**src/design/abs_restore_map.svh**
```systemverilog
// offsets, field positions, reset values and timing counts of the position restore block
// Contract
// - read the amplifier position, scale to user units, store as current and feed value
// - the variant selects one axis; variants one to four map to axes one to four
// - done rises at end-of-scan after completion and falls at the next end-of-scan
// - error stays low on success and pulses with done on failure
// - restore once after every reset; servo-on stays off until restoration completes
// - servo-on may drop during restoration; a brake output is driven meanwhile
// - refuse a second operation on a busy axis; other axes stay free (the block refuses any other variant while one restore runs)
// - a nonzero status word at exchange start finishes with code 1860H
// - a status word changed during the exchange finishes with code 1861H
// - an axis the module does not have finishes with code 1865H
// - the completion word holds zero on success, else the error code
// - output word bit 0 servo-on, bit 1 transfer mode, bit 2 position request
// - status word is zero at start, nonzero during the exchange, zero when done
`ifndef ABS_RESTORE_MAP_SVH
`define ABS_RESTORE_MAP_SVH

`define OFF_EXEC        12'h000
`define OFF_IN_WORD     12'h004
`define OFF_OUT_WORD    12'h008
`define OFF_STATUS_WORD 12'h00C
`define OFF_COMPLETION  12'h010
`define OFF_FLAGS       12'h014
`define OFF_END_SCAN    12'h018
`define OFF_IRQ_STATUS  12'h01C
`define OFF_IRQ_MASK    12'h020
`define OFF_UNIT_SCALE  12'h024
`define OFF_AXIS_CFG    12'h028
`define OFF_POS_SEL     12'h02C
`define OFF_POS_DATA    12'h030

`define IN_DATA0  0
`define IN_DATA1  1
`define IN_READY  2
`define OUT_SERVO 0
`define OUT_MODE  1
`define OUT_REQ   2
`define IRQ_DONE   0
`define IRQ_ERR    1
`define IRQ_REFUSE 2

`define ERR_STATUS_START   16'h1860
`define ERR_STATUS_CHANGED 16'h1861
`define ERR_BAD_AXIS       16'h1865
`define STATUS_BUSY        16'h0001

`define AXIS_MAX      3'h4
`define AXES_RESET    3'h4
`define SCALE_RESET   16'h0001
`define LAST_CHUNK    4'hF

`define CLK_HZ            20000000
`define SERVO_DROP_MS     60
`define SERVO_DROP_CYCLES (`SERVO_DROP_MS * (`CLK_HZ / 1000))

`endif

```
**src/design/abs_restore_pkg.sv**
```systemverilog
// types shared by the position restore block
package abs_restore_pkg;
  typedef logic [1:0]  axis_t;
  typedef logic [15:0] code_t;
  typedef enum logic [1:0] {ST_IDLE, ST_WAIT_READY, ST_WAIT_LOW, ST_WAIT_HIGH} restore_state_t;
endpackage : abs_restore_pkg

```
**src/design/restore_if.sv**
```systemverilog
// carrier between the register side and the handshake engine
`timescale 1ns/1ns
interface restore_if;
  logic                  exec;
  abs_restore_pkg::axis_t axis;
  logic                  axis_valid;
  logic [2:0]            in_word;
  logic                  status_zero;
  logic                  tamper;
  logic [15:0]           scale;
  logic [2:0]            out_word;
  logic                  busy;
  logic                  started;
  logic                  finish;
  abs_restore_pkg::code_t code;
  logic [31:0]           position;

  modport top (output exec, axis, axis_valid, in_word, status_zero, tamper, scale,
               input out_word, busy, started, finish, code, position);
  modport engine (input exec, axis, axis_valid, in_word, status_zero, tamper, scale,
                  output out_word, busy, started, finish, code, position);
endinterface : restore_if

```
**src/design/abs_restore_top.sv**
```systemverilog
// absolute position restore block with apb register access, completion flags and brake hold
//
// Our own choices: the address map and the APB slave port.
`timescale 1ns/1ns
`include "abs_restore_map.svh"
module abs_restore_top #(
  parameter int unsigned SERVO_DROP_CYCLES = `SERVO_DROP_CYCLES
) (
  input  wire logic        pclk,
  input  wire logic        presetn,
  input  wire logic [11:0] paddr,
  input  wire logic        psel,
  input  wire logic        penable,
  input  wire logic        pwrite,
  input  wire logic [31:0] pwdata,
  output logic [31:0]      prdata,
  output logic             pready,
  output logic             pslverr,
  input  wire logic [3:0]  axis_op_busy,
  output logic [3:0]       axis_restoring,
  output logic [3:0]       servo_on_out,
  output logic             brake_out,
  output logic             done_out,
  output logic             error_out,
  output logic             irq
);
  import abs_restore_pkg::*;

  // ************************************************
  // state
  // ************************************************
  logic [2:0]  in_word, next_in_word;
  logic [15:0] status_word, next_status_word;
  logic [15:0] completion, next_completion;
  logic        done, next_done;
  logic        error, next_error;
  logic        pending, next_pending;
  logic        pend_err, next_pend_err;
  logic [2:0]  irq_status, next_irq_status;
  logic [2:0]  irq_mask, next_irq_mask;
  logic [15:0] scale, next_scale;
  logic [2:0]  axes, next_axes;
  logic [2:0]  pos_sel, next_pos_sel;
  logic [3:0]  restored, next_restored;
  logic [2:0]  variant, next_variant;
  axis_t       cur_axis, next_cur_axis;
  logic        axis_valid, next_axis_valid;
  logic        tamper, next_tamper;
  logic        exec, next_exec;
  logic [31:0] rdata, next_rdata;
  logic        slverr, next_slverr;
  logic [20:0] brake_cnt, next_brake_cnt;

  logic        setup;
  logic        wr;
  logic [2:0]  req_var;
  logic [2:0]  req_var_m1;
  axis_t       req_axis;
  logic        req_ok;
  logic [31:0] pos_word;
  logic        mem_wr;

  restore_if rif ();

  restore_engine u_engine (
    .pclk    (pclk),
    .presetn (presetn),
    .rif     (rif.engine)
  );

  position_mem u_mem (
    .pclk    (pclk),
    .presetn (presetn),
    .wr_en   (mem_wr),
    .wr_axis (cur_axis),
    .wr_data (rif.position),
    .rd_addr (pos_sel),
    .rd_data (pos_word)
  );

  // ************************************************
  // bus decode
  // ************************************************
  assign setup      = psel & ~penable;
  assign wr         = psel & penable & pwrite;
  assign req_var    = pwdata[2:0];
  assign req_var_m1 = req_var - 3'h1;
  assign req_axis   = req_var_m1[1:0];
  assign req_ok     = (req_var != 3'h0) && (req_var <= `AXIS_MAX) && (req_var <= axes);
  assign mem_wr     = rif.finish && (rif.code == 16'h0000);

  assign rif.exec        = exec;
  assign rif.axis        = cur_axis;
  assign rif.axis_valid  = axis_valid;
  assign rif.in_word     = in_word;
  assign rif.status_zero = (status_word == 16'h0000);
  assign rif.tamper      = tamper;
  assign rif.scale       = scale;

  // ************************************************
  // registers and completion handling
  // ************************************************
  always_comb
  begin
    next_in_word     = in_word;
    next_status_word = status_word;
    next_completion  = completion;
    next_done        = done;
    next_error       = error;
    next_pending     = pending;
    next_pend_err    = pend_err;
    next_irq_status  = irq_status;
    next_irq_mask    = irq_mask;
    next_scale       = scale;
    next_axes        = axes;
    next_pos_sel     = pos_sel;
    next_restored    = restored;
    next_variant     = variant;
    next_cur_axis    = cur_axis;
    next_axis_valid  = axis_valid;
    next_tamper      = tamper;
    next_exec        = 1'b0;
    next_rdata       = rdata;
    next_slverr      = slverr;
    if (setup)
    begin
      next_rdata  = 32'h0;
      next_slverr = 1'b0;
      case (paddr)
        `OFF_EXEC:        next_rdata[2:0] = variant;
        `OFF_IN_WORD:     next_rdata[2:0] = in_word;
        `OFF_OUT_WORD:    next_rdata[2:0] = rif.out_word;
        `OFF_STATUS_WORD: next_rdata[15:0] = status_word;
        `OFF_COMPLETION:  next_rdata[15:0] = completion;
        `OFF_FLAGS:       next_rdata[11:0] = {axis_restoring, restored, pending, rif.busy, error, done};
        `OFF_END_SCAN:    next_rdata = 32'h0;
        `OFF_IRQ_STATUS:  next_rdata[2:0] = irq_status;
        `OFF_IRQ_MASK:    next_rdata[2:0] = irq_mask;
        `OFF_UNIT_SCALE:  next_rdata[15:0] = scale;
        `OFF_AXIS_CFG:    next_rdata[2:0] = axes;
        `OFF_POS_SEL:     next_rdata[2:0] = pos_sel;
        `OFF_POS_DATA:    next_rdata = pos_word;
        default:          next_slverr = 1'b1;
      endcase
    end
    if (wr)
    begin
      case (paddr)
        `OFF_EXEC:
        begin
          if (!rif.busy)
          begin
            if (req_ok && axis_op_busy[req_axis])
              next_irq_status[`IRQ_REFUSE] = 1'b1;
            else
            begin
              next_exec       = 1'b1;
              next_variant    = req_var;
              next_cur_axis   = req_axis;
              next_axis_valid = req_ok;
            end
          end
          else if (req_var == variant)
            next_exec = 1'b1;
          else
            next_irq_status[`IRQ_REFUSE] = 1'b1;
        end
        `OFF_IN_WORD:     next_in_word = pwdata[2:0];
        `OFF_STATUS_WORD:
        begin
          next_status_word = pwdata[15:0];
          if (rif.busy && (pwdata[15:0] != status_word))
            next_tamper = 1'b1;
        end
        `OFF_END_SCAN:
        begin
          next_done    = pending;
          next_error   = pending & pend_err;
          next_pending = 1'b0;
        end
        `OFF_IRQ_STATUS:  next_irq_status = irq_status & ~pwdata[2:0];
        `OFF_IRQ_MASK:    next_irq_mask = pwdata[2:0];
        `OFF_UNIT_SCALE:  next_scale = pwdata[15:0];
        `OFF_AXIS_CFG:    next_axes = pwdata[2:0];
        `OFF_POS_SEL:     next_pos_sel = pwdata[2:0];
        default:          next_in_word = in_word;
      endcase
    end
    // engine events come last so they win over a same-cycle clear
    if (rif.started)
    begin
      next_status_word = `STATUS_BUSY;
      next_tamper      = 1'b0;
    end
    if (rif.finish)
    begin
      next_completion  = rif.code;
      next_status_word = 16'h0000;
      next_tamper      = 1'b0;
      next_pending     = 1'b1;
      next_pend_err    = (rif.code != 16'h0000);
      next_irq_status[`IRQ_DONE] = 1'b1;
      if (rif.code != 16'h0000)
        next_irq_status[`IRQ_ERR] = 1'b1;
      else
        next_restored[cur_axis] = 1'b1;
    end
  end

  always_ff @(posedge pclk or negedge presetn)
  begin
    if (!presetn)
    begin
      in_word     <= 3'h0;
      status_word <= 16'h0000;
      completion  <= 16'h0000;
      done        <= 1'b0;
      error       <= 1'b0;
      pending     <= 1'b0;
      pend_err    <= 1'b0;
      irq_status  <= 3'h0;
      irq_mask    <= 3'h0;
      scale       <= `SCALE_RESET;
      axes        <= `AXES_RESET;
      pos_sel     <= 3'h0;
      restored    <= 4'h0;
      variant     <= 3'h0;
      cur_axis    <= 2'h0;
      axis_valid  <= 1'b0;
      tamper      <= 1'b0;
      exec        <= 1'b0;
      rdata       <= 32'h0;
      slverr      <= 1'b0;
    end
    else
    begin
      in_word     <= next_in_word;
      status_word <= next_status_word;
      completion  <= next_completion;
      done        <= next_done;
      error       <= next_error;
      pending     <= next_pending;
      pend_err    <= next_pend_err;
      irq_status  <= next_irq_status;
      irq_mask    <= next_irq_mask;
      scale       <= next_scale;
      axes        <= next_axes;
      pos_sel     <= next_pos_sel;
      restored    <= next_restored;
      variant     <= next_variant;
      cur_axis    <= next_cur_axis;
      axis_valid  <= next_axis_valid;
      tamper      <= next_tamper;
      exec        <= next_exec;
      rdata       <= next_rdata;
      slverr      <= next_slverr;
    end
  end

  // ************************************************
  // brake hold after the exchange
  // ************************************************
  always_comb
  begin
    next_brake_cnt = brake_cnt;
    if (rif.finish)
      next_brake_cnt = SERVO_DROP_CYCLES[20:0];
    else if (brake_cnt != 21'h0)
      next_brake_cnt = brake_cnt - 21'h1;
  end

  always_ff @(posedge pclk or negedge presetn)
  begin
    if (!presetn)
      brake_cnt <= 21'h0;
    else
      brake_cnt <= next_brake_cnt;
  end

  // ************************************************
  // outputs
  // ************************************************
  always_comb
  begin
    axis_restoring = 4'h0;
    if (rif.busy)
      axis_restoring[cur_axis] = 1'b1;
  end

  assign servo_on_out = restored & ~axis_restoring;
  // finish covers the cycle before the hold counter loads, so the brake never dips
  assign brake_out    = rif.busy | rif.finish | (brake_cnt != 21'h0);
  assign done_out     = done;
  assign error_out    = error;
  assign irq          = |(irq_status & irq_mask);
  assign prdata       = rdata;
  assign pready       = 1'b1;
  assign pslverr      = slverr & psel & penable;
endmodule : abs_restore_top

```
**src/design/position_mem.sv**
```systemverilog
// current and feed position words of four axes, registered read
`timescale 1ns/1ns
module position_mem (
  input  wire logic                   pclk,
  input  wire logic                   presetn,
  input  wire logic                   wr_en,
  input  wire abs_restore_pkg::axis_t wr_axis,
  input  wire logic [31:0]            wr_data,
  input  wire logic [2:0]             rd_addr,
  output logic [31:0]                 rd_data
);
  import abs_restore_pkg::*;

  logic [31:0] mem [0:7];

  // both words of an axis take the same value in one write
  always_ff @(posedge pclk)
  begin
    if (wr_en)
    begin
      mem[{wr_axis, 1'b0}] <= wr_data;
      mem[{wr_axis, 1'b1}] <= wr_data;
    end
  end

  always_ff @(posedge pclk or negedge presetn)
  begin
    if (!presetn)
      rd_data <= 32'h0;
    else
      rd_data <= mem[rd_addr];
  end
endmodule : position_mem

```
**src/design/restore_engine.sv**
```systemverilog
// handshake engine that walks the amplifier exchange one step per execution
`timescale 1ns/1ns
`include "abs_restore_map.svh"
module restore_engine (
  input wire logic  pclk,
  input wire logic  presetn,
  restore_if.engine rif
);
  import abs_restore_pkg::*;

  restore_state_t state, next_state;
  logic [3:0]     cnt, next_cnt;
  logic [31:0]    shift, next_shift;
  logic [31:0]    position, next_position;
  logic [2:0]     out_word, next_out_word;
  logic           finish, next_finish;
  logic           started, next_started;
  code_t          code, next_code;
  logic [47:0]    product;
  logic           ready;

  assign ready = rif.in_word[`IN_READY];

  always_comb
  begin
    next_state    = state;
    next_cnt      = cnt;
    next_shift    = shift;
    next_position = position;
    next_out_word = out_word;
    next_code     = code;
    next_finish   = 1'b0;
    next_started  = 1'b0;
    product       = 48'h0;
    if (rif.exec)
    begin
      if (state == ST_IDLE)
      begin
        if (!rif.axis_valid)
        begin
          next_code   = `ERR_BAD_AXIS;
          next_finish = 1'b1;
        end
        else if (!rif.status_zero)
        begin
          next_code   = `ERR_STATUS_START;
          next_finish = 1'b1;
        end
        else
        begin
          next_out_word = 3'h0;
          next_out_word[`OUT_MODE] = 1'b1;
          next_cnt      = 4'h0;
          next_started  = 1'b1;
          next_state    = ST_WAIT_READY;
        end
      end
      else if (rif.tamper)
      begin
        next_code     = `ERR_STATUS_CHANGED;
        next_finish   = 1'b1;
        next_out_word = 3'h0;
        next_state    = ST_IDLE;
      end
      else
      begin
        case (state)
          ST_WAIT_READY, ST_WAIT_HIGH:
          begin
            if (ready)
            begin
              next_out_word[`OUT_REQ] = 1'b1;
              next_state = ST_WAIT_LOW;
            end
          end
          ST_WAIT_LOW:
          begin
            if (!ready)
            begin
              next_shift = {shift[29:0], rif.in_word[`IN_DATA1], rif.in_word[`IN_DATA0]};
              next_out_word[`OUT_REQ] = 1'b0;
              if (cnt == `LAST_CHUNK)
              begin
                product       = next_shift * rif.scale;
                next_position = product[31:0];
                next_code     = 16'h0000;
                next_finish   = 1'b1;
                next_out_word = 3'h0;
                next_out_word[`OUT_SERVO] = 1'b1;
                next_state    = ST_IDLE;
              end
              else
              begin
                next_cnt   = cnt + 4'h1;
                next_state = ST_WAIT_HIGH;
              end
            end
          end
          default:
            next_state = ST_IDLE;
        endcase
      end
    end
  end

  always_ff @(posedge pclk or negedge presetn)
  begin
    if (!presetn)
    begin
      state    <= ST_IDLE;
      cnt      <= 4'h0;
      shift    <= 32'h0;
      position <= 32'h0;
      out_word <= 3'h0;
      code     <= 16'h0000;
      finish   <= 1'b0;
      started  <= 1'b0;
    end
    else
    begin
      state    <= next_state;
      cnt      <= next_cnt;
      shift    <= next_shift;
      position <= next_position;
      out_word <= next_out_word;
      code     <= next_code;
      finish   <= next_finish;
      started  <= next_started;
    end
  end

  assign rif.out_word = out_word;
  assign rif.busy     = (state != ST_IDLE);
  assign rif.started  = started;
  assign rif.finish   = finish;
  assign rif.code     = code;
  assign rif.position = position;
endmodule : restore_engine

```
**config.mk**
```make
export PLATFORM = sky130hd
export DESIGN_NAME = abs_restore_top
export DESIGN_NICKNAME = d
export VERILOG_FILES = /design/src/design/abs_restore_pkg.sv /design/src/design/restore_if.sv /design/src/design/abs_restore_top.sv /design/src/design/position_mem.sv /design/src/design/restore_engine.sv
export VERILOG_INCLUDE_DIRS = /design/src /design/src/design
export SDC_FILE = /design/constraint.sdc
export NUM_CORES = 1
export LEC_CHECK = 0
export ABC_AREA = 1
export ABC_CLOCK_PERIOD_IN_PS = 8150
export BUFFER_PORTS_ARGS = -buffer_cell sky130_fd_sc_hd__buf_2
export CAP_MARGIN = 15
export CORE_ASPECT_RATIO = 2
export CORE_MARGIN = 3
export CORE_UTILIZATION = 65
export DETAILED_ROUTE_END_ITERATION = 8
export GPL_TIMING_DRIVEN = 0
export PLACE_DENSITY = 0.91
export SLEW_MARGIN = 20
export SYNTH_ARGS = -nofsm -noshare
export SYNTH_HDL_FRONTEND = slang
export SYNTH_SLANG_ARGS = --single-unit
```
**constraint.sdc**
```tcl
create_clock -name pclk -period 8.15 [get_ports pclk]
set_input_delay 0.815 -clock pclk [delete_from_list [all_inputs] [get_ports pclk]]
set_output_delay 0.815 -clock pclk [all_outputs]
set_load 0.01 [all_outputs]
```
; ---- Yosys cells after proc, flatten, opt, wreduce, memory -nomap -nowiden
; Memories as Yosys holds them, arrays and structs flattened. A register that Yosys moved wholly into a read port is not among the register bits.
; Cells that the tools add are included.
[totals]
regBits = 222
latchBits = 0
ram_bits = 256
rom_bits = 0
in_bits = 53
out_inout_bits = 46
elab_cells = 224
memories = 1
[classes]
add_sub_neg = 3
mul = 1
n_div = 0
n_lt_le_gt_ge = 5
n_eq_ne = 29
shifts = 0
n_mux = 82
bitwise = 21
n_reduce_logical = 50
[mem_list]
columns = name, depth, word_bits, read_ports, rd_ports_with_merged_regs, wr, line_no
row1 = u_mem.mem, 8, 32, 1, 1, 2, position_mem.sv:14  ; logic [31:0] mem [0:7];
[op_table]
columns = operator, n
row1 = $mux 16, 12
row2 = $eq 12x6->1 const B, 5
row3 = $eq 12x5->1 const B, 4
row4 = $pmux 9 s5, 1
row5 = $mux 21, 2
row6 = $pmux 3 s12, 1
row7 = $mux 1, 35
row8 = $logic_not 16->1, 2
row9 = $mul 32x16->32, 1
row10 = $mux 4, 8
row11 = $eq 12x4->1 const B, 2
row12 = $mux 2, 12
row13 = $reduce_bool 21->1, 1
row14 = $sub 21x1->21 const B, 1
row15 = $reduce_and 2->1, 10
row16 = $reduce_and 6->1, 3
row17 = $reduce_bool 3->1, 6
row18 = $ne 16x16->1, 1
row19 = $pmux 4 s4, 1
row20 = $reduce_bool 16->1, 1
row21 = $mux 3, 5
row22 = $reduce_and 5->1, 3
row23 = $reduce_bool 2->1, 7
row24 = $reduce_or 13->1, 1
row25 = 38 further kinds, 66

; ---- Depth between registers and ports, before layout
[logic_depth]
depth_word = 8
mapped_depth = 26
depth_no_buf = 24

; ---- Hierarchy
; From an unflattened synthesis, not the netlist that was laid out.
[hier_totals]
hier_cells = 3545
area_unflattened_um2 = 29121.7
[modules_own_cells]
columns = mod, instances, cells_each, area_each_um2, seq_area_each_um2
row1 = restore_engine, 1, 2036, 15384.8, 1901.8
row2 = abs_restore_top, 1, 968, 7498.4, 3330.7
row3 = position_mem, 1, 541, 6238.5, 4644.5

; ---- Worst setup path after synthesis
; OpenSTA, ideal clock, no wires.
[synth_timing]
kind = reg-to-reg
start = reg u_engine.shift[5]
end = reg u_engine.position[23], in the netlist u_engine.rif.position[23]
setup_time_ps = 117
arrival_ps = 5453
required_time_ps = 8033
path_slack_ps = 2579
stages_incl_launch_ff = 25
path_buffers = 2
period_less_slack_ps = 5571
cell_sequence = dfrtp_1 -> clkbuf_1 -> buf_1 -> nand2_1 -> fa_1 -> inv_1 -> fa_1 -> inv_1 -> fa_1 -> inv_1 -> fa_1 -> fa_1 -> inv_1 -> fa_1 -> inv_1 -> ha_1 -> a21oi_1 -> o21ai_1 -> a21oi_1 -> nand2_1 -> a21oi_2 -> o21bai_1 -> or2_0 -> nand3_1 -> nand2_1
[synth_between]
elab_chain_cells = 1
[synth_lines]
columns = item, line_no
row1 = "start, declared", restore_engine.sv:13  ; logic [31:0] shift, next_shift;
row2 = "start signal, assigned", restore_engine.sv:123  ; shift <= next_shift;
row3 = $mul 32x16->32, restore_engine.sv:84  ; product = next_shift * rif.scale;
row4 = "end signal, assigned", restore_engine.sv:124  ; position <= next_position;
row5 = "end, declared", restore_engine.sv:14  ; logic [31:0] position, next_position;
; No other way between the ends.
; A chain may end at the register's enable or synchronous reset.

; ---- Worst setup path in the final report
[layout_timing]
start = reg scale[13], in the netlist rif.scale[13]
end = reg u_engine.position[28], in the netlist u_engine.rif.position[28]
[layout_between]
elab_chain_cells = 1
[layout_lines]
columns = item, line_no
row1 = "start, declared", abs_restore_top.sv:41  ; logic [15:0] scale, next_scale;
row2 = "start signal, assigned", abs_restore_top.sv:223  ; scale <= `SCALE_RESET;
row3 = "start signal, assigned", abs_restore_top.sv:246  ; scale <= next_scale;
row4 = $mul 32x16->32, restore_engine.sv:84
; No other way between the ends.

==> reports/metrics.yaml <==
power_and_ir_drop:
  internal_power_mw: 2.833
  vdd_drop_max_uv: 163.2
  p_per_area_mw_per_mm2: 128.9
  power_frac_comb_pct: 8.0
  seq_power_share_pct: 51.3
  clockPowerShare_pct: 40.7
  p_leak_nw: 14.61
  switching_share_pct: 25.33
  p_sw_uw: 961.2
worst_setup_path:
  rr_startpoint: "rif.scale[13]"
  endpoint_kind: "flip-flop"
  worst_ep_arrival_time_ps: 7880
  r2r_setup_slack_ps: 720
  crit_fanout: 10
  worst_ep_required_time_ps: 8600
  crit_path_end: "u_engine.rif.position[28]"
  criticalPathCategory: "flip-flop to flip-flop"
  startpoint_type: "flip-flop"
  reg2reg_to: "u_engine.rif.position[28]"
  ff2ff_path_depth: 22
  crit_start: "rif.scale[13]"
global_route:
  antenna_found_initial: 2
  grt_usage_pct: 40.91
  overflow: 0
  grt_pass1_wl_um: 135400
  grt_max_degree: 103
  grt_pass1_vias: 24680
timing:
  finalHoldViolCount: 0
  maxSlewHeadroom_pct: 31.68
  layout_min_cycle_time_ps: 7433
  fmax_mhz: 134.5
  report.final.slew_viol_count: 0
  setup_tns_ps: 0
  fin_worst_skew_ps: 20.59
  rsz0062_at_grt: "no"
  setup_viol: 0
  worstMarginPinSlew_ps: 1025
  min_period_over_period_pct: 91.20
synthesis:
  synth_area_mm2: 0.02713
  avgSynthCellArea_um2: 8.549
  synth_nets: 3602
  ys_dominant_reg_cell: "dfrtp_1"
  ys_warn_count: 0
  async_flop_share_pct: 64.04
  synth_largest_area_cell: "fa_1"
  synth_area_leaders: "fa_1 22%, dfrtp_1 21%, edfxtp_1 14%"
  synth.distinct_cells: 61
  synth-edff-count: 128
  yosys.area.top_type_share_pct: 22.43
  synthCells: 3174
  ys_seq_area_share_pct: 35.20
  synth_seq_cells: 356
cts:
  ctsHtreeMaxLevel: 1
  cts_inserted_buffers: 29
  cts_setup_buffers: 0
  clkLatencyLatePin_ps: 570
  cts_tree: "yes"
  clk_pin_slew_worst_paths_ps: 80
  ctsHoldBuffers: 0
  clock-sinks: 356
  cts_buffer_depth: 3
  cts_root_buffer: "clkbuf_16"
  cts_resized: 0
placed_design:
  place.gp.congestion: 1.073
  hpwl_um: 67400
  dp.cells: 3795
  io_buffers: 80
cells_and_area:
  register_area_mm2: 0.009552
  final_layout_size_suffix_gt1_share_pct: 7.214
  layout_common_cells: "828 x nand2_1, 657 x inv_1, 304 x fa_1"
  final_cells: 3849
  syn2layout_area_growth_pct: 8.448
  final_nets: 3719
  fill_cells: 3029
  final_common_cell: "nand2_1"
  multiInputGateArea_mm2: 0.01445
drt:
  via_count: 23170
  viasPerCell: 6.018
  drc: 0
  routed_wirelength_um: 88120
  drtAntennaViolNets: 0
  wl_per_cell_um: 22.89
  drtIter0Drc: 2119
  firstDrtPassIters: 8
die:
  start_util_pct: 65.99
  core_area_mm2: 0.04112
  die_h_um: 295.0
  die_w_um: 150.5
  ios: 99
  rows: 105
  dieArea_mm2: 0.04438
worst_hold_path:
  hold_class: "input pin to async pin"
flow_run:
  maxCapViolCount: 0
run_status:
  status: "completed"
## worst min-delay path by stage
stage / from / to / slack, ps
2_1_floorplan: restored[1] / restored[1] / 440
3_5_place_dp: irq_status[2] / irq_status[2] / 460
3_3_place_gp: prdata[3] / prdata[3] / 460
5_1_grt: presetn / brake_cnt[16] / 220
6_report: presetn / brake_cnt[13] / 170
4_1_cts: presetn / brake_cnt[13] / 200
## power by group through the flow
stage / Sequential, mW / Clock, mW / Combinational [mW]
2_1_floorplan: 1.96 / 0 / 0.198
3_3_place_gp: 1.98 / 0 / 0.281
3_5_place_dp: 1.98 / 0 / 0.295
4_1_cts: 1.94 / 1.53 / 0.300
5_1_grt: 1.95 / 1.60 / 0.339
6_report: 1.95 / 1.54 / 0.305
## flip-flops by register name (all words and copies together), names as in the netlist, 4 cells and up
signal,cells
u_engine.cnt,4
u_engine.rif.position,32
status_word,16
rif.scale,16
prdata,32
brake_cnt,21
restored,4
u_mem.rd_data,32
u_mem.mem,128
u_engine.shift,30
## through the flow
step / setup slack, ps / util, % / hold slack [ps] / total power [mW] / instance area (µm²)
6_report: 717.0 / 71.56 / 175.0 / 3.794 / 29430
5_1_grt: 593.6 / 71.56 / 220.7 / 3.886 / 29430
4_1_cts: 1040 / 71.56 / 203.1 / 3.776 / 29420
3_5_place_dp: 1131 / 69.03 / 461.9 / 2.274 / 28390
3_3_place_gp: 1108 / 68.59 / 458.6 / 2.258 / 28200
2_1_floorplan: 2579 / - / 436.4 / 2.163 / 27130
## metal layers
layer  vias up  routed length (µm)  global-route usage, %
met5         -                  14                      0
met4         2               11400                  40.56
met3       622                6597                  6.825
met2      1488               44860                  71.56
met1     11140               25260                  38.88
li1       9917                   -                      -
## Yosys cell counts (6+ instances only)
cell / number
edfxtp_1: 128
xnor2_1: 13
nor4_1: 10
a221oi_1: 13
o21ai_0: 178
a21oi_1: 51
dfrtp_1: 226
nand4_1: 30
inv_2: 20
nand2_1: 828
ha_1: 71
nor2_1: 194
o21ai_1: 25
clkbuf_1: 85
xor2_1: 16
nor2_4: 8
nand3_1: 92
inv_1: 657
buf_1: 26
nor3_1: 17
fa_1: 304
o22ai_1: 65
buf_2: 27
a21o_1: 6
buf_4: 6
## logic make-up (layout without fill, tap and decap cells)
family | Yosys count | in the layout | share of synthesized area [%]
AND/OR/NAND/NOR | 1210 | 1210 | 18.39
buffers and inverters | 825 | 964 | 11.65
AO/OA/AOI/OAI | 378 | 378 | 8.111
adder cells (fa/ha/maj) | 375 | 375 | 25.70
flip-flops | 356 | 356 | 35.20
XOR/XNOR | 29 | 29 | 0.9360
other | 1 | 2 | 0.01382
## worst max-delay path, stage by stage, from the launching register on
cell and delay (ps):
dfrtp_1 510, clkbuf_1 660, buf_1 730, nand2_1 180, fa_1 570, inv_1 50
fa_1 480, inv_1 50, fa_1 480, inv_1 50, fa_1 480, fa_1 520
inv_1 60, fa_1 590, inv_1 80, ha_1 440, nand2_1 160, nor4_1 620
o21ai_0 240, nand3_1 140, nand2_1 60, nand3_1 100, nand2_1 70
## cell type report
cell class / instances / share of cell area, %
inverter: 680 / 8.674
buffer: 145 / 2.066
multi-input combinational: 1993 / 49.11
timing repair buffer: 86 / 1.879
tap: 535 / 2.275
clock buffer: 37 / 2.781
clock inverter: 16 / 0.7441
sequential: 356 / 32.46
antenna: 1 / 0.008504
Note: power is estimated with default switching activity, not from simulation.
